--- src/rtl/digipot_pkg.sv ---
// Shared constants, types and register map for the potentiometer command unit.
package digipot_pkg;
	localparam int CLK_FREQ_MHZ    = 250;
	localparam int STORE_TIME_MS   = 18;
	localparam int STORE_CYCLES    = STORE_TIME_MS * 1000 * CLK_FREQ_MHZ;
	localparam int REFRESH_TIME_US = 25;
	localparam int REFRESH_CYCLES  = REFRESH_TIME_US * CLK_FREQ_MHZ;
	localparam int POSITIONS_DEF   = 128;
	localparam int WORD_BITS       = 16;

	localparam logic [2:0] CMD_NOP        = 3'h0;
	localparam logic [2:0] CMD_STORE      = 3'h1;
	localparam logic [2:0] CMD_WRITE      = 3'h2;
	localparam logic [2:0] CMD_SHUTDOWN   = 3'h3;
	localparam logic [2:0] CMD_RESET      = 3'h4;
	localparam logic [2:0] CMD_READ_WIPER = 3'h5;
	localparam logic [2:0] CMD_READ_NVM   = 3'h6;

	localparam logic [1:0] NVM_SEL_SAVED = 2'h0;
	localparam logic [1:0] NVM_SEL_TOL   = 2'h1;

	localparam logic [7:0] BOTTOM_SCALE_CODE = 8'hff;
	localparam logic [7:0] READ_FIRST_BYTE   = 8'h00;

	localparam logic [11:0] ADDR_CONFIG    = 12'h000;
	localparam logic [11:0] ADDR_STATUS    = 12'h004;
	localparam logic [11:0] ADDR_TOLERANCE = 12'h008;

	localparam logic [6:0] SLAVE_ADDR_RESET = 7'h2f;
	localparam logic [7:0] TOLERANCE_RESET  = 8'h00;
	localparam int         STATUS_SHUTDOWN  = 8;
	localparam int         STATUS_BUSY      = 9;
	localparam int         STATUS_REFRESH   = 10;
	localparam int         STATUS_SAVED_LSB = 16;

	typedef struct packed {
		logic [4:0] unused;
		logic [2:0] cmd;
		logic [7:0] data;
	} cmd_word_t;

	typedef struct packed {
		logic start;
		logic stop;
		logic scl_rise;
		logic scl_fall;
		logic sda;
	} line_ev_t;

	typedef enum logic [1:0] {
		RSEL_WIPER = 2'b00,
		RSEL_SAVED = 2'b01,
		RSEL_TOL   = 2'b10,
		RSEL_NONE  = 2'b11
	} read_sel_t;

	typedef enum logic [2:0] {
		ST_IDLE    = 3'b000,
		ST_RX      = 3'b001,
		ST_ACK_OUT = 3'b010,
		ST_TX      = 3'b011,
		ST_ACK_IN  = 3'b100
	} port_state_t;
endpackage

--- src/rtl/digipot_cmd_unit.sv ---
// Two-wire command unit of a nonvolatile digital potentiometer with APB status.
//
// The APB register port and the register addresses were decided locally.
`timescale 1ns/1ns
// Overview of operation
// [RULE_01] Each command is a 16-bit word shifted in top bit first.
// [RULE_02] Word holds five zero bits, a 3-bit command, then eight data bits.
// [RULE_03] Wiper access drops bit 0 at 64 positions, bits 1:0 at 32. The code keeps every bit of the all-ones code.
// [RULE_04] Command 1 stores the wiper register into nonvolatile memory.
// [RULE_05] Command 2 loads the eight data bits into the wiper register.
// [RULE_06] Command 3 enters shutdown when data bit 0 is 1, leaves when 0.
// [RULE_07] Shutdown opens the upper end and ties the wiper to the lower end.
// [RULE_08] Command 4 reloads the wiper register from memory after the refresh time.
// [RULE_09] Stored value starts at midscale, so first power-up gives midscale.
// [RULE_10] Command 5 selects the wiper register for the next read.
// [RULE_11] Command 6 selects saved wiper (00) or tolerance byte (01).
// [RULE_12] The master writes address, high byte, low byte, then stop.
// [RULE_13] Address of a write and both command bytes are acknowledged.
// [RULE_14] Further byte pairs in one transfer execute in turn.
// [RULE_15] During a store the address is not acknowledged.
// [RULE_16] The master polls the address until it is acknowledged.
// [RULE_17] The master writes a read select, stops, then reads two bytes.
// [RULE_18] A read sends two bytes; no acknowledge stops the second.
// [RULE_19] Each read consumes the selection; another needs a new select.
// [RULE_20] All ones marks bottom scale; the full-scale code marks top scale.
// [RULE_21] A store takes the store time and locks out new commands.
// [RULE_22] After reset the stored value is copied into the wiper register.
// [RULE_23] Command 0 changes nothing.
// [RULE_24] A read returns zero first, then the selected byte.
// [RULE_25] Commands 7 and above are treated as no operation.
module digipot_cmd_unit #(
	parameter int POSITIONS   = digipot_pkg::POSITIONS_DEF,
	parameter int STORE_CYC   = digipot_pkg::STORE_CYCLES,
	parameter int REFRESH_CYC = digipot_pkg::REFRESH_CYCLES
) (
	input  wire logic        clk_sys,
	input  wire logic        rst_n,
	input  wire logic        psel,
	input  wire logic        penable,
	input  wire logic        pwrite,
	input  wire logic [11:0] paddr,
	input  wire logic [31:0] pwdata,
	output logic [31:0]      prdata,
	output logic             pready,
	output logic             pslverr,
	input  wire logic        scl_in,
	input  wire logic        sda_in,
	output logic             sda_out,
	output logic             sda_oe,
	output logic [7:0]       wiper_setting_register,
	output logic             shutdown_active,
	output logic             upper_end_open,
	output logic             wiper_to_lower,
	output logic             top_scale,
	output logic             bottom_scale
);
	import digipot_pkg::*;

	localparam logic [7:0] MIDSCALE = 8'(POSITIONS / 2);
	localparam logic [7:0] TOP_CODE = 8'(POSITIONS);

	if (POSITIONS != 128 && POSITIONS != 64 && POSITIONS != 32) begin : g_bad_pos
		$error("digipot_cmd_unit: POSITIONS must be 128, 64 or 32");
	end

	function automatic logic [7:0] mask_wiper(input logic [7:0] v);
		logic [7:0] r;
		r = v;
		if (v != BOTTOM_SCALE_CODE) begin
			if (POSITIONS == 64) begin
				r = {v[7:1], 1'b0};
			end else if (POSITIONS == 32) begin
				r = {v[7:2], 2'b00};
			end
		end
		return r;
	endfunction

	line_ev_t    ev;
	port_state_t state;
	logic [3:0]  bit_cnt;
	logic [7:0]  shreg;
	logic [7:0]  hi_byte;
	logic        is_addr;
	logic        rd_mode;
	logic        byte_sel;
	logic        ack_seen;
	logic        word_valid;
	logic        rd_start;
	cmd_word_t   cur_word;
	logic [7:0]  write_value;
	logic [6:0]  slave_addr;
	logic [7:0]  tolerance;
	logic [7:0]  rd_value;
	read_sel_t   rdsel;
	logic        rdsel_valid;
	logic        preset_pending;
	logic        store_req;
	logic        refresh_req;
	logic [7:0]  saved;
	logic        store_busy;
	logic        refresh_busy;
	logic        refresh_done;
	logic        exec;

	line_conditioner u_line (
		.clk_sys (clk_sys),
		.rst_n   (rst_n),
		.scl_in  (scl_in),
		.sda_in  (sda_in),
		.ev      (ev)
	);

	nvm_cell #(
		.MIDSCALE    (MIDSCALE),
		.STORE_CYC   (STORE_CYC),
		.REFRESH_CYC (REFRESH_CYC)
	) u_nvm (
		.clk_sys      (clk_sys),
		.rst_n        (rst_n),
		.store_req    (store_req),
		.store_data   (wiper_setting_register),
		.refresh_req  (refresh_req),
		.saved        (saved),
		.store_busy   (store_busy),
		.refresh_busy (refresh_busy),
		.refresh_done (refresh_done)
	);

	assign cur_word    = {hi_byte, shreg}; // see [RULE_01] see [RULE_02]
	assign write_value = mask_wiper(cur_word.data); // see [RULE_03]
	assign exec        = word_valid && !store_busy; // see [RULE_21]

	// Serial port: receives address and byte pairs, acknowledges, sends read data.
	always_ff @(posedge clk_sys) begin
		if (!rst_n) begin
			state      <= ST_IDLE;
			bit_cnt    <= 4'h0;
			shreg      <= 8'h00;
			hi_byte    <= 8'h00;
			is_addr    <= 1'b0;
			rd_mode    <= 1'b0;
			byte_sel   <= 1'b0;
			ack_seen   <= 1'b0;
			sda_oe     <= 1'b0;
			word_valid <= 1'b0;
			rd_start   <= 1'b0;
		end else begin
			word_valid <= 1'b0;
			rd_start   <= 1'b0;
			if (ev.stop) begin
				state  <= ST_IDLE;
				sda_oe <= 1'b0;
			end else if (ev.start) begin
				state    <= ST_RX;
				bit_cnt  <= 4'h0;
				is_addr  <= 1'b1;
				byte_sel <= 1'b0;
				sda_oe   <= 1'b0;
			end else begin
				case (state)
				ST_RX: begin
					if (ev.scl_rise) begin
						shreg   <= {shreg[6:0], ev.sda}; // see [RULE_01]
						bit_cnt <= 4'(bit_cnt + 4'h1);
					end else if (ev.scl_fall && bit_cnt == 4'h8) begin
						if (is_addr) begin
							if (shreg[7:1] == slave_addr && !store_busy) begin // see [RULE_15]
								state    <= ST_ACK_OUT;
								sda_oe   <= 1'b1; // see [RULE_13]
								rd_mode  <= shreg[0];
								rd_start <= shreg[0];
							end else begin
								state <= ST_IDLE;
							end
						end else begin
							state    <= ST_ACK_OUT;
							sda_oe   <= 1'b1; // see [RULE_13]
							byte_sel <= ~byte_sel; // see [RULE_14]
							if (!byte_sel) begin
								hi_byte <= shreg;
							end else begin
								word_valid <= 1'b1;
							end
						end
					end
				end
				ST_ACK_OUT: begin
					if (ev.scl_fall) begin
						bit_cnt <= 4'h0;
						is_addr <= 1'b0;
						if (rd_mode && is_addr) begin
							state  <= ST_TX;
							shreg  <= READ_FIRST_BYTE; // see [RULE_24]
							sda_oe <= ~READ_FIRST_BYTE[7];
						end else begin
							state  <= ST_RX;
							sda_oe <= 1'b0;
						end
					end
				end
				ST_TX: begin
					if (ev.scl_rise) begin
						bit_cnt <= 4'(bit_cnt + 4'h1);
					end else if (ev.scl_fall) begin
						if (bit_cnt == 4'h8) begin
							state    <= ST_ACK_IN;
							sda_oe   <= 1'b0;
							ack_seen <= 1'b0;
						end else begin
							shreg  <= {shreg[6:0], 1'b0};
							sda_oe <= ~shreg[6];
						end
					end
				end
				ST_ACK_IN: begin
					if (ev.scl_rise) begin
						ack_seen <= ~ev.sda;
					end else if (ev.scl_fall) begin
						if (ack_seen && !byte_sel) begin // see [RULE_18]
							state    <= ST_TX;
							byte_sel <= 1'b1;
							bit_cnt  <= 4'h0;
							shreg    <= rd_value; // see [RULE_24]
							sda_oe   <= ~rd_value[7];
						end else begin
							state <= ST_IDLE;
						end
					end
				end
				default: begin
					state  <= ST_IDLE;
					sda_oe <= 1'b0;
				end
				endcase
			end
		end
	end

	// Wiper register, shutdown state and the memory requests.
	always_ff @(posedge clk_sys) begin
		if (!rst_n) begin
			wiper_setting_register <= MIDSCALE; // see [RULE_09]
			shutdown_active        <= 1'b0;
			preset_pending         <= 1'b1;
			store_req              <= 1'b0;
			refresh_req            <= 1'b0;
		end else begin
			store_req      <= 1'b0;
			refresh_req    <= 1'b0;
			preset_pending <= 1'b0;
			if (preset_pending || refresh_done) begin
				wiper_setting_register <= saved; // see [RULE_22] see [RULE_08]
			end else if (exec) begin
				case (cur_word.cmd)
				CMD_STORE:    store_req <= 1'b1; // see [RULE_04]
				CMD_WRITE:    wiper_setting_register <= write_value; // see [RULE_05]
				CMD_SHUTDOWN: shutdown_active <= cur_word.data[0]; // see [RULE_06]
				CMD_RESET:    refresh_req <= 1'b1; // see [RULE_08]
				default:      ; // see [RULE_23] see [RULE_25]
				endcase
			end
		end
	end

	// Analog switch controls and scale markers follow the registers.
	always_ff @(posedge clk_sys) begin
		if (!rst_n) begin
			upper_end_open <= 1'b0;
			wiper_to_lower <= 1'b0;
			top_scale      <= 1'b0;
			bottom_scale   <= 1'b0;
			sda_out        <= 1'b0;
		end else begin
			upper_end_open <= shutdown_active; // see [RULE_07]
			wiper_to_lower <= shutdown_active; // see [RULE_07]
			bottom_scale   <= wiper_setting_register == BOTTOM_SCALE_CODE; // see [RULE_20]
			top_scale      <= wiper_setting_register == TOP_CODE; // see [RULE_20]
			sda_out        <= 1'b0;
		end
	end

	// Readback selection is armed by a command and consumed by one read.
	always_ff @(posedge clk_sys) begin
		if (!rst_n) begin
			rdsel       <= RSEL_NONE;
			rdsel_valid <= 1'b0;
			rd_value    <= 8'h00;
		end else begin
			if (rd_start) begin
				rdsel_valid <= 1'b0; // see [RULE_19]
				if (!rdsel_valid) begin
					rd_value <= 8'h00;
				end else begin
					case (rdsel)
					RSEL_WIPER: rd_value <= mask_wiper(wiper_setting_register); // see [RULE_03]
					RSEL_SAVED: rd_value <= saved;
					RSEL_TOL:   rd_value <= tolerance;
					default:    rd_value <= 8'h00;
					endcase
				end
			end
			if (exec && cur_word.cmd == CMD_READ_WIPER) begin
				rdsel       <= RSEL_WIPER; // see [RULE_10]
				rdsel_valid <= 1'b1;
			end else if (exec && cur_word.cmd == CMD_READ_NVM) begin
				rdsel_valid <= 1'b1; // see [RULE_11]
				case (cur_word.data[1:0])
				NVM_SEL_SAVED: rdsel <= RSEL_SAVED;
				NVM_SEL_TOL:   rdsel <= RSEL_TOL;
				default:       rdsel <= RSEL_NONE;
				endcase
			end
		end
	end

	// APB slave: zero wait states, read data latched in the setup cycle.
	always_ff @(posedge clk_sys) begin
		if (!rst_n) begin
			prdata     <= 32'h0000_0000;
			pready     <= 1'b0;
			pslverr    <= 1'b0;
			slave_addr <= SLAVE_ADDR_RESET;
			tolerance  <= TOLERANCE_RESET;
		end else begin
			pready <= 1'b1;
			if (psel && !penable) begin
				prdata  <= 32'h0000_0000;
				pslverr <= 1'b0;
				case (paddr)
				ADDR_CONFIG:    prdata[6:0] <= slave_addr;
				ADDR_TOLERANCE: prdata[7:0] <= tolerance;
				ADDR_STATUS: begin
					prdata[7:0]                            <= wiper_setting_register;
					prdata[STATUS_SHUTDOWN]                <= shutdown_active;
					prdata[STATUS_BUSY]                    <= store_busy;
					prdata[STATUS_REFRESH]                 <= refresh_busy;
					prdata[STATUS_SAVED_LSB+7:STATUS_SAVED_LSB] <= saved;
				end
				default: pslverr <= 1'b1;
				endcase
			end
			if (psel && penable && pready && pwrite) begin
				case (paddr)
				ADDR_CONFIG:    slave_addr <= pwdata[6:0];
				ADDR_TOLERANCE: tolerance <= pwdata[7:0];
				default:        ;
				endcase
			end
		end
	end
endmodule

--- src/rtl/line_conditioner.sv ---
// Synchroniser and start, stop and clock edge detector for the two serial lines.
`timescale 1ns/1ns
module line_conditioner (
	input  wire logic                 clk_sys,
	input  wire logic                 rst_n,
	input  wire logic                 scl_in,
	input  wire logic                 sda_in,
	output digipot_pkg::line_ev_t     ev
);
	import digipot_pkg::*;

	logic [2:0] scl_sync;
	logic [2:0] sda_sync;

	// Stage 0 feeds only stage 1; edges are found between stages 1 and 2.
	always_ff @(posedge clk_sys) begin
		if (!rst_n) begin
			scl_sync <= 3'h7;
			sda_sync <= 3'h7;
		end else begin
			scl_sync <= {scl_sync[1:0], scl_in};
			sda_sync <= {sda_sync[1:0], sda_in};
		end
	end

	always_ff @(posedge clk_sys) begin
		if (!rst_n) begin
			ev <= '0;
		end else begin
			ev.scl_rise <= scl_sync[1] & ~scl_sync[2];
			ev.scl_fall <= ~scl_sync[1] & scl_sync[2];
			ev.start    <= scl_sync[1] & scl_sync[2] & ~sda_sync[1] & sda_sync[2];
			ev.stop     <= scl_sync[1] & scl_sync[2] & sda_sync[1] & ~sda_sync[2];
			ev.sda      <= sda_sync[1];
		end
	end
endmodule

--- src/rtl/nvm_cell.sv ---
// Nonvolatile wiper store with timed write and timed refresh cycles.
`timescale 1ns/1ns
module nvm_cell #(
	parameter logic [7:0] MIDSCALE    = 8'h40,
	parameter int         STORE_CYC   = digipot_pkg::STORE_CYCLES,
	parameter int         REFRESH_CYC = digipot_pkg::REFRESH_CYCLES
) (
	input  wire logic       clk_sys,
	input  wire logic       rst_n,
	input  wire logic       store_req,
	input  wire logic [7:0] store_data,
	input  wire logic       refresh_req,
	output logic [7:0]      saved,
	output logic            store_busy,
	output logic            refresh_busy,
	output logic            refresh_done
);
	localparam int CW = $clog2(STORE_CYC + REFRESH_CYC + 1);

	logic [CW-1:0] store_cnt;
	logic [CW-1:0] refresh_cnt;

	if (STORE_CYC < 2 || REFRESH_CYC < 1) begin : g_bad_count
		$error("nvm_cell: store needs at least 2 cycles, refresh at least 1");
	end

	// The value is committed when the write cycle starts; busy then holds for its full length.
	always_ff @(posedge clk_sys) begin
		if (!rst_n) begin
			saved      <= MIDSCALE;
			store_busy <= 1'b0;
			store_cnt  <= '0;
		end else if (store_req && !store_busy) begin
			store_busy <= 1'b1;
			store_cnt  <= CW'(STORE_CYC - 1);
			saved      <= store_data;
		end else if (store_busy) begin
			store_cnt <= store_cnt - 1'b1;
			if (store_cnt == '0) begin
				store_busy <= 1'b0;
			end
		end
	end

	always_ff @(posedge clk_sys) begin
		if (!rst_n) begin
			refresh_busy <= 1'b0;
			refresh_done <= 1'b0;
			refresh_cnt  <= '0;
		end else begin
			refresh_done <= 1'b0;
			if (refresh_req && !refresh_busy) begin
				refresh_busy <= 1'b1;
				refresh_cnt  <= CW'(REFRESH_CYC - 1);
			end else if (refresh_busy) begin
				refresh_cnt <= refresh_cnt - 1'b1;
				if (refresh_cnt == '0) begin
					refresh_busy <= 1'b0;
					refresh_done <= 1'b1;
				end
			end
		end
	end
endmodule

--- config.mk ---
export PLATFORM = sky130hd
export DESIGN_NAME = digipot_cmd_unit
export DESIGN_NICKNAME = d
export VERILOG_FILES = /design/src/rtl/digipot_pkg.sv /design/src/rtl/digipot_cmd_unit.sv /design/src/rtl/line_conditioner.sv /design/src/rtl/nvm_cell.sv
export SDC_FILE = /design/constraint.sdc
export NUM_CORES = 1
export LEC_CHECK = 0
export ABC_CLOCK_PERIOD_IN_PS = 6300
export BUFFER_PORTS_ARGS = -buffer_cell sky130_fd_sc_hd__buf_2
export CAP_MARGIN = 20
export CELL_PAD_IN_SITES_DETAIL_PLACEMENT = 1
export CELL_PAD_IN_SITES_GLOBAL_PLACEMENT = 1
export CORE_MARGIN = 5
export CORE_UTILIZATION = 40
export CTS_BUF_LIST = sky130_fd_sc_hd__clkbuf_8
export CTS_CLUSTER_SIZE = 10
export DETAILED_ROUTE_END_ITERATION = 10
export PLACE_DENSITY = 0.82
export SYNTH_ARGS = -nofsm -noshare
export SYNTH_HDL_FRONTEND = slang
export SYNTH_SLANG_ARGS = --single-unit
--- constraint.sdc ---
create_clock -name clk_sys -period 6.3 [get_ports clk_sys]
set_clock_uncertainty 0.2 [all_clocks]
set_input_delay 0.63 -clock clk_sys [delete_from_list [all_inputs] [get_ports clk_sys]]
set_output_delay 0.63 -clock clk_sys [all_outputs]
set_load 0.1 [all_outputs]
==> impl_metrics.tcl, run 1 <==
set metrics [dict create \
    dp.cells 1090 \
    cp_data_required_time_ns 6.48 \
    ios 100 \
    rsz0062_at_grt "no" \
    area_growth_pct 9.915 \
    crit_path_top_delay_cell "dfxtp_1" \
    ctsHtreeMaxLevel 4 \
    max_cap_viol_count 0 \
    grt_max_degree 72 \
    cts_inserted_buffers 17 \
    cts_resized 0 \
    io_buffers 61 \
    final_cell_mix "dfxtp_1 (155), nor2_1 (96), nand2_1 (84)" \
    cp.arrival_ns 2.86 \
    rows 49 \
    cp_cell_sequence "or4b_4 -> nor4_4 -> and2_4 -> a211oi_1 -> a311oi_2" \
    dieArea_um2 21140 \
    cts_tree "done" \
    ant_nets 0 \
    start_util_pct 40.68 \
    p_comb_share_pct 6.9 \
    cts.sinks 155 \
    dpl_worst_slack_ns 3.397 \
    final_hold_viol_count 0 \
    worst_pin_slew_ns 1.077 \
    seq_power_share_pct 53.1 \
    diodes 0 \
    core-area_um2 18020 \
    p_sw_share_pct 27.00 \
    drc 0 \
    clkTransAtPathRegs_ns 0.08 \
    ys_seq_area_share_pct 42.32 \
    tns_ns 0 \
    num_vias 6322 \
    crit_fanout 21 \
    synth-seq-cells 155 \
    fin_cells 1123 \
    dieHeight_um 145.4 \
    slowest_delay_ns 0.75 \
    period_share_pct 42.59 \
    setup_viol 0 \
    grt_pass1_vias 6512 \
    setup.worst_path.end_class "register" \
    p_per_area_nw_per_um2 233.6 \
    switching_power_w 0.0005082 \
    crit_buf_inv 0 \
    layout_min_cycle_time_ns 2.683 \
    routed_wl_mm 19.42 \
    antenna_found_initial 0 \
    synth_edf_count 0 \
    die_w_um 145.4 \
    min_path_type "in2reg" \
    final_layout_size_suffix_gt1_share_pct 13.53 \
    yosysWarningCount 0 \
    slew_viol_final 0 \
    max_clock_freq_mhz 372.7 \
    dp_hpwl_mm 13.63 \
    synth_cell_types 72 \
    insertion_delay_ns 0.46 \
    final_common_cell "dfxtp_1" \
    drtIter0Drc 250 \
    avgSynthCellArea_um2 8.626 \
    cts_hold_buf 0 \
    outcome "completed" \
    slew_headroom_pct 28.05 \
    ir_worst_vdd_uv 134.6 \
    fin_hold_ws_ns 0.1501 \
    postSynthCellCount 850 \
    grt_overflow 0 \
    power.leakage_nw 3.137 \
    cts-root-buf "clkbuf_8" \
    grt_pass1_wl_mm 32.58 \
    syn-cell-area_um2 7332 \
    dr.pass1.iters 4 \
    total_power_w 0.001882 \
    synthFlopType "dfxtp_1" \
    cts_setup_buffers 0 \
    routabilityCongestion 0.8190 \
    track_usage_pct 18.28 \
    async_reset_ff_share_pct 0 \
    critPathLaunchType "register" \
    routedWlPerCell_um 17.29 \
    fin_ws_ns 3.617 \
    clkPwrFrac_pct 40.0 \
    cpLargestDelayFamily "simple AND/OR/NAND/NOR gates" \
    via_per_inst 5.630 \
    crit_type "reg2reg" \
    final_nets 938 \
    cell_internal_pwr_w 0.001374 \
    clockBufferDepth 2 \
]
==> stage by stage <==
| step | area (um2) | utilization, % |
|---|---|---|
| floorplan | 7381 | - |
| global placement | 7659 | 42.49 |
| detailed placement | 7659 | 42.49 |
| CTS | 8051 | 44.67 |
| global route | 8059 | 44.71 |
| finish | 8059 | 44.71 |
==> layout make-up <==
cell class | count | area, um2
Inverter | 17 | 63.81
Timing Repair Buffer | 67 | 350.3
Multi-Input combinational cell | 623 | 3862
Sequential cell | 155 | 3103
Clock buffer | 18 | 247.7
Tap cell | 229 | 286.5
Clock inverter | 14 | 145.1
Fill cell | 2176 | 9966
==> registers in the layout, summed over array words and instances (netlist names), 5 cells and up <==
name                    cells
prdata                     19
rd_value                    8
shreg                       8
slave_addr                  7
tolerance                   8
u_line.ev                   5
u_nvm.refresh_cnt          23
u_nvm.saved                 8
u_nvm.store_cnt            23
wiper_setting_register      8
==> synthesized netlist by cell type, types with 3 or more instances <==
library cell / number / area (um2)
a211oi_1: 11 / 82.58
nor3_1: 19 / 95.09
buf_6: 4 / 45.04
buf_4: 16 / 120.1
xnor2_1: 16 / 140.1
or3_1: 12 / 75.07
buf_2: 4 / 20.02
a31oi_1: 7 / 43.79
nand2_1: 84 / 315.3
nand4_1: 7 / 43.79
nand3b_1: 7 / 52.55
o21ai_0: 42 / 210.2
o21ai_1: 3 / 15.01
nor4_1: 10 / 62.56
or4_1: 3 / 22.52
ha_1: 6 / 75.07
xor2_1: 20 / 175.2
inv_1: 16 / 60.06
and3_1: 3 / 18.77
or2_2: 3 / 18.77
a311oi_1: 17 / 148.9
nor2b_1: 19 / 118.9
mux2i_1: 31 / 310.3
nand3_1: 21 / 105.1
and3b_1: 4 / 35.03
nor3b_1: 11 / 82.58
nor2_1: 96 / 360.4
buf_1: 3 / 11.26
and2_1: 3 / 18.77
o21ba_2: 3 / 30.03
a21oi_1: 44 / 220.2
a22oi_1: 20 / 150.1
nor4_2: 3 / 37.54
nor4b_1: 4 / 35.03
nand4b_1: 4 / 35.03
dfxtp_1: 155 / 3103
a22o_1: 13 / 113.9
clkbuf_1: 40 / 150.1
o22ai_1: 5 / 31.28
nand2b_1: 16 / 100.1
o31ai_1: 7 / 52.55
==> kinds of logic (layout without fill, tap and decap cells) <==
family	after synthesis	count (layout)	synth area share, %
AOI/OAI and AO/OA	188	188	17.08
adders and majority gates	6	6	1.024
other	1	14	0.05115
and+or+nand+nor	347	347	25.17
muxes	32	32	4.386
DFF	155	155	42.32
buffers and inverters	85	116	5.665
xor gates and xnor gates	36	36	4.300
==> metal layers <==
| metal | part of all wire, % | vias to the layer above | global-route usage [%] | wire [um] |
|---|---|---|---|---|
| met2 | 50 | 120 | 31.87 | 9633 |
| met1 | 45 | 3108 | 22.40 | 8794 |
| met4 | 2.0 | 0 | 6.623 | 384 |
| met5 | 0 | - | 0 | 0 |
| li1 | - | 3064 | - | - |
| met3 | 3.1 | 30 | 3.581 | 607 |
==> worst register-to-register path, cell delays in order, from the launching register on <==
cell	delay [ns]
dfxtp_1	0.75
or4b_4	0.57
nor4_4	0.46
and2_4	0.28
a211oi_1	0.08
a311oi_2	0.27
==> path summary, 6_finish.rpt <==
kind                                      start                                to  slack, ns  cells after the start
setup reg to reg    u_nvm.store_busy$_SDFF_PN0_  u_nvm.store_cnt[15]$_SDFFE_PN0P_       3.62                      5
hold / removal                           scl_in     u_line.scl_sync[0]$_SDFF_PN1_       0.15                      2
hold reg to reg   u_line.sda_sync[0]$_SDFF_PN1_     u_line.sda_sync[1]$_SDFF_PN1_       0.20                      1
setup / recovery    u_nvm.store_busy$_SDFF_PN0_  u_nvm.store_cnt[15]$_SDFFE_PN0P_       3.62                      5
==> power groups by stage <==
stage	clock [W]	sequential (W)	combinational, W
after detailed placement	0	0.00102	0.000131
final	0.000752	0.00100	0.000130
after global placement	0	0.00102	0.000129
after global routing	0.000811	0.00100	0.000138
after CTS	0.000770	0.00100	0.000131
after floorplan	0	0.00104	0.0000895
(Power assumes the default switching activity.)
==> inputs of run 2 (changes only) <==
Settings changed: ABC_CLOCK_PERIOD_IN_PS 6300 to 2550.
Clock period 6.3 ns to 2.55 ns, I/O delays scaled along.
==> run 2 against run 1 <==
  * The flow now finishes with violations (DRC)
  * Worst setup slack got worse by 3.4 ns
  * Clock power rose to 2.5 times the previous value
  * Final area grew 4.1%
  * Cell count grew 3.1%
  * Global-route usage rose by 1.2 points
  * Register-to-register slack lost 3.4 ns
  * Routed wire length is 6.1% higher
  * Critical path type unchanged
  * Largest cell class unchanged
==> impl_metrics.tcl, run 2 (synthesis gave the netlist of run 1 again) <==
set metrics [dict create \
    setup.worst_path.end_class "register" \
    slew_viol_final 0 \
    antenna_found_initial 0 \
    max_cap_viol_count 0 \
    io_buffers 61 \
    dieArea_um2 21140 \
    core-area_um2 18020 \
    setup_viol 0 \
    hp-start "paddr[2]" \
    largestRegisters "u_nvm.refresh_cnt (23), u_nvm.store_cnt (23), prdata (19)" \
    clockBufferDepth 2 \
    routedWlPerCell_um 17.80 \
    layout_min_cycle_time_ns 2.382 \
    total_power_w 0.004721 \
    via_per_inst 5.628 \
    die_w_um 145.4 \
    ir_worst_vdd_uv 499.3 \
    final_hold_viol_count 0 \
    min_path_type "in2reg" \
    ios 100 \
    critPathLaunchType "register" \
    dpl_cell_area_um2 7856 \
    final_layout_size_suffix_gt1_share_pct 15.39 \
    cp_data_required_time_ns 2.70 \
    r2r-start "state[1]$_SDFFE_PP0P_" \
    diodes 0 \
    dp_hpwl_mm 14.48 \
    cts_inserted_buffers 17 \
    grt_pass1_vias 6718 \
    drc 1 \
    r2r_setup_slack_ns 0.17 \
    period_share_pct 93.40 \
    ant_nets 0 \
    stdcell_area_um2 8391 \
    clkTransAtPathRegs_ns 0.09 \
    slew_headroom_pct 53.21 \
    cp.arrival_ns 2.53 \
    ff2ff_path_depth 5 \
    rows 49 \
    holdPathEnd "pslverr$_SDFFE_PN0P_" \
    routed_wl_mm 20.61 \
    p_per_area_nw_per_um2 562.6 \
    grt_pass1_wl_mm 34.42 \
    cts.sinks 155 \
    num_vias 6517 \
    routabilityCongestion 0.8233 \
    cts_tree "done" \
    cts_setup_buffers 0 \
    cts-root-buf "clkbuf_8" \
    crit_fanout 15 \
    max_clock_freq_mhz 419.9 \
    final_nets 973 \
    outcome "finished, violations left" \
    dieHeight_um 145.4 \
    violations "DRC" \
    drtIter0Drc 348 \
    holdPathStages 5 \
    start_util_pct 40.68 \
    tns_ns 0 \
    n_fill_cell 2175 \
    power.leakage_nw 3.308 \
    worst_pin_slew_ns 0.7019 \
    rsz0062_at_grt "no" \
    grt_overflow 0 \
    r2r-end "shreg[4]$_SDFFE_PN0P_" \
    insertion_delay_ns 0.45 \
    crit_type "reg2reg" \
    area_growth_pct 14.44 \
    final_cell_mix "dfxtp_1 (155), nor2_1 (96), nand2_1 (84)" \
    dr.pass1.iters 8 \
    ctsHtreeMaxLevel 4 \
    grt_max_degree 44 \
    track_usage_pct 19.43 \
    final_common_cell "dfxtp_1" \
]
[run 2: cell count changes in the layout (fill, tap and decap cells not counted), sizes merged]
| cell | change |
|---|---|
| clkinvlp | +1 |
| inv | -1 |
| buf | +22 |
| dlygate4sd3 | +13 |
| clkbuf | +1 |
| clkinv | -1 |
[run 2: critical path: stages, from the launching register on]
cell and delay, ns:
dfxtp_1 0.58, or3b_1 0.33, o221a_1 0.24, and3b_1 0.51
a21oi_1 0.14, a311oi_1 0.28
[run 2: worst max path at each step]
stage,startpoint,end,slack [ns]
2_1_floorplan,pready$_DFF_P_,tolerance[5]$_SDFFE_PN0P_,0.21
3_3_place_gp,paddr[9],tolerance[6]$_SDFFE_PN0P_,0.29
3_5_place_dp,paddr[1],tolerance[5]$_SDFFE_PN0P_,0.18
4_1_cts,state[1]$_SDFFE_PP0P_,shreg[4]$_SDFFE_PN0P_,0.20
5_1_grt,state[1]$_SDFFE_PP0P_,shreg[4]$_SDFFE_PN0P_,0.07
6_report,state[1]$_SDFFE_PP0P_,shreg[4]$_SDFFE_PN0P_,0.17
[run 2: timing repair]
item,in CTS,in global routing
hold buffers,13,0
endpoints found under the hold margin,22,0
setup endpoints to repair,0,0
gates resized for setup,0,0
[run 2: report_power, final]
part	leakage, nW	switching [W]	internal (W)
registers	1.25	0.0000355	0.00244
clock network	0.196	0.000970	0.000926
logic	1.86	0.000270	0.0000822
[run 2: per-stage QoR]
stage	worst slack, ns	util, %	cells	hold WS [ns]
floorplan	0.2070	-	863	0.08272
global placement	0.2854	43.59	1113	0.1889
detailed placement	0.1832	43.59	1113	0.1948
CTS	0.1977	46.55	1158	0.006607
global route	0.07316	46.55	1158	0.08066
finish	0.1683	46.55	1158	0.05792
[run 2: final cells by class]
class                           instances  area [um2]  area share (%)
Sequential cell                       155        3103           36.98
Multi-Input combinational cell        623        3862           46.03
Clock buffer                           19       261.5           3.117
Tap cell                              229       286.5           3.415
Inverter                               17       63.81          0.7605
Timing Repair Buffer                  102       670.6           7.993
Clock inverter                         13       142.6           1.700
[run 2: per-layer routing]
metal  GRT usage (%)  up-vias  wire length (um)
met5               0        -                 0
met4           7.276        0               483
met3           4.080       39               746
li1                -     3142                 -
met2           33.46      149             10290
met1           23.90     3187              9091
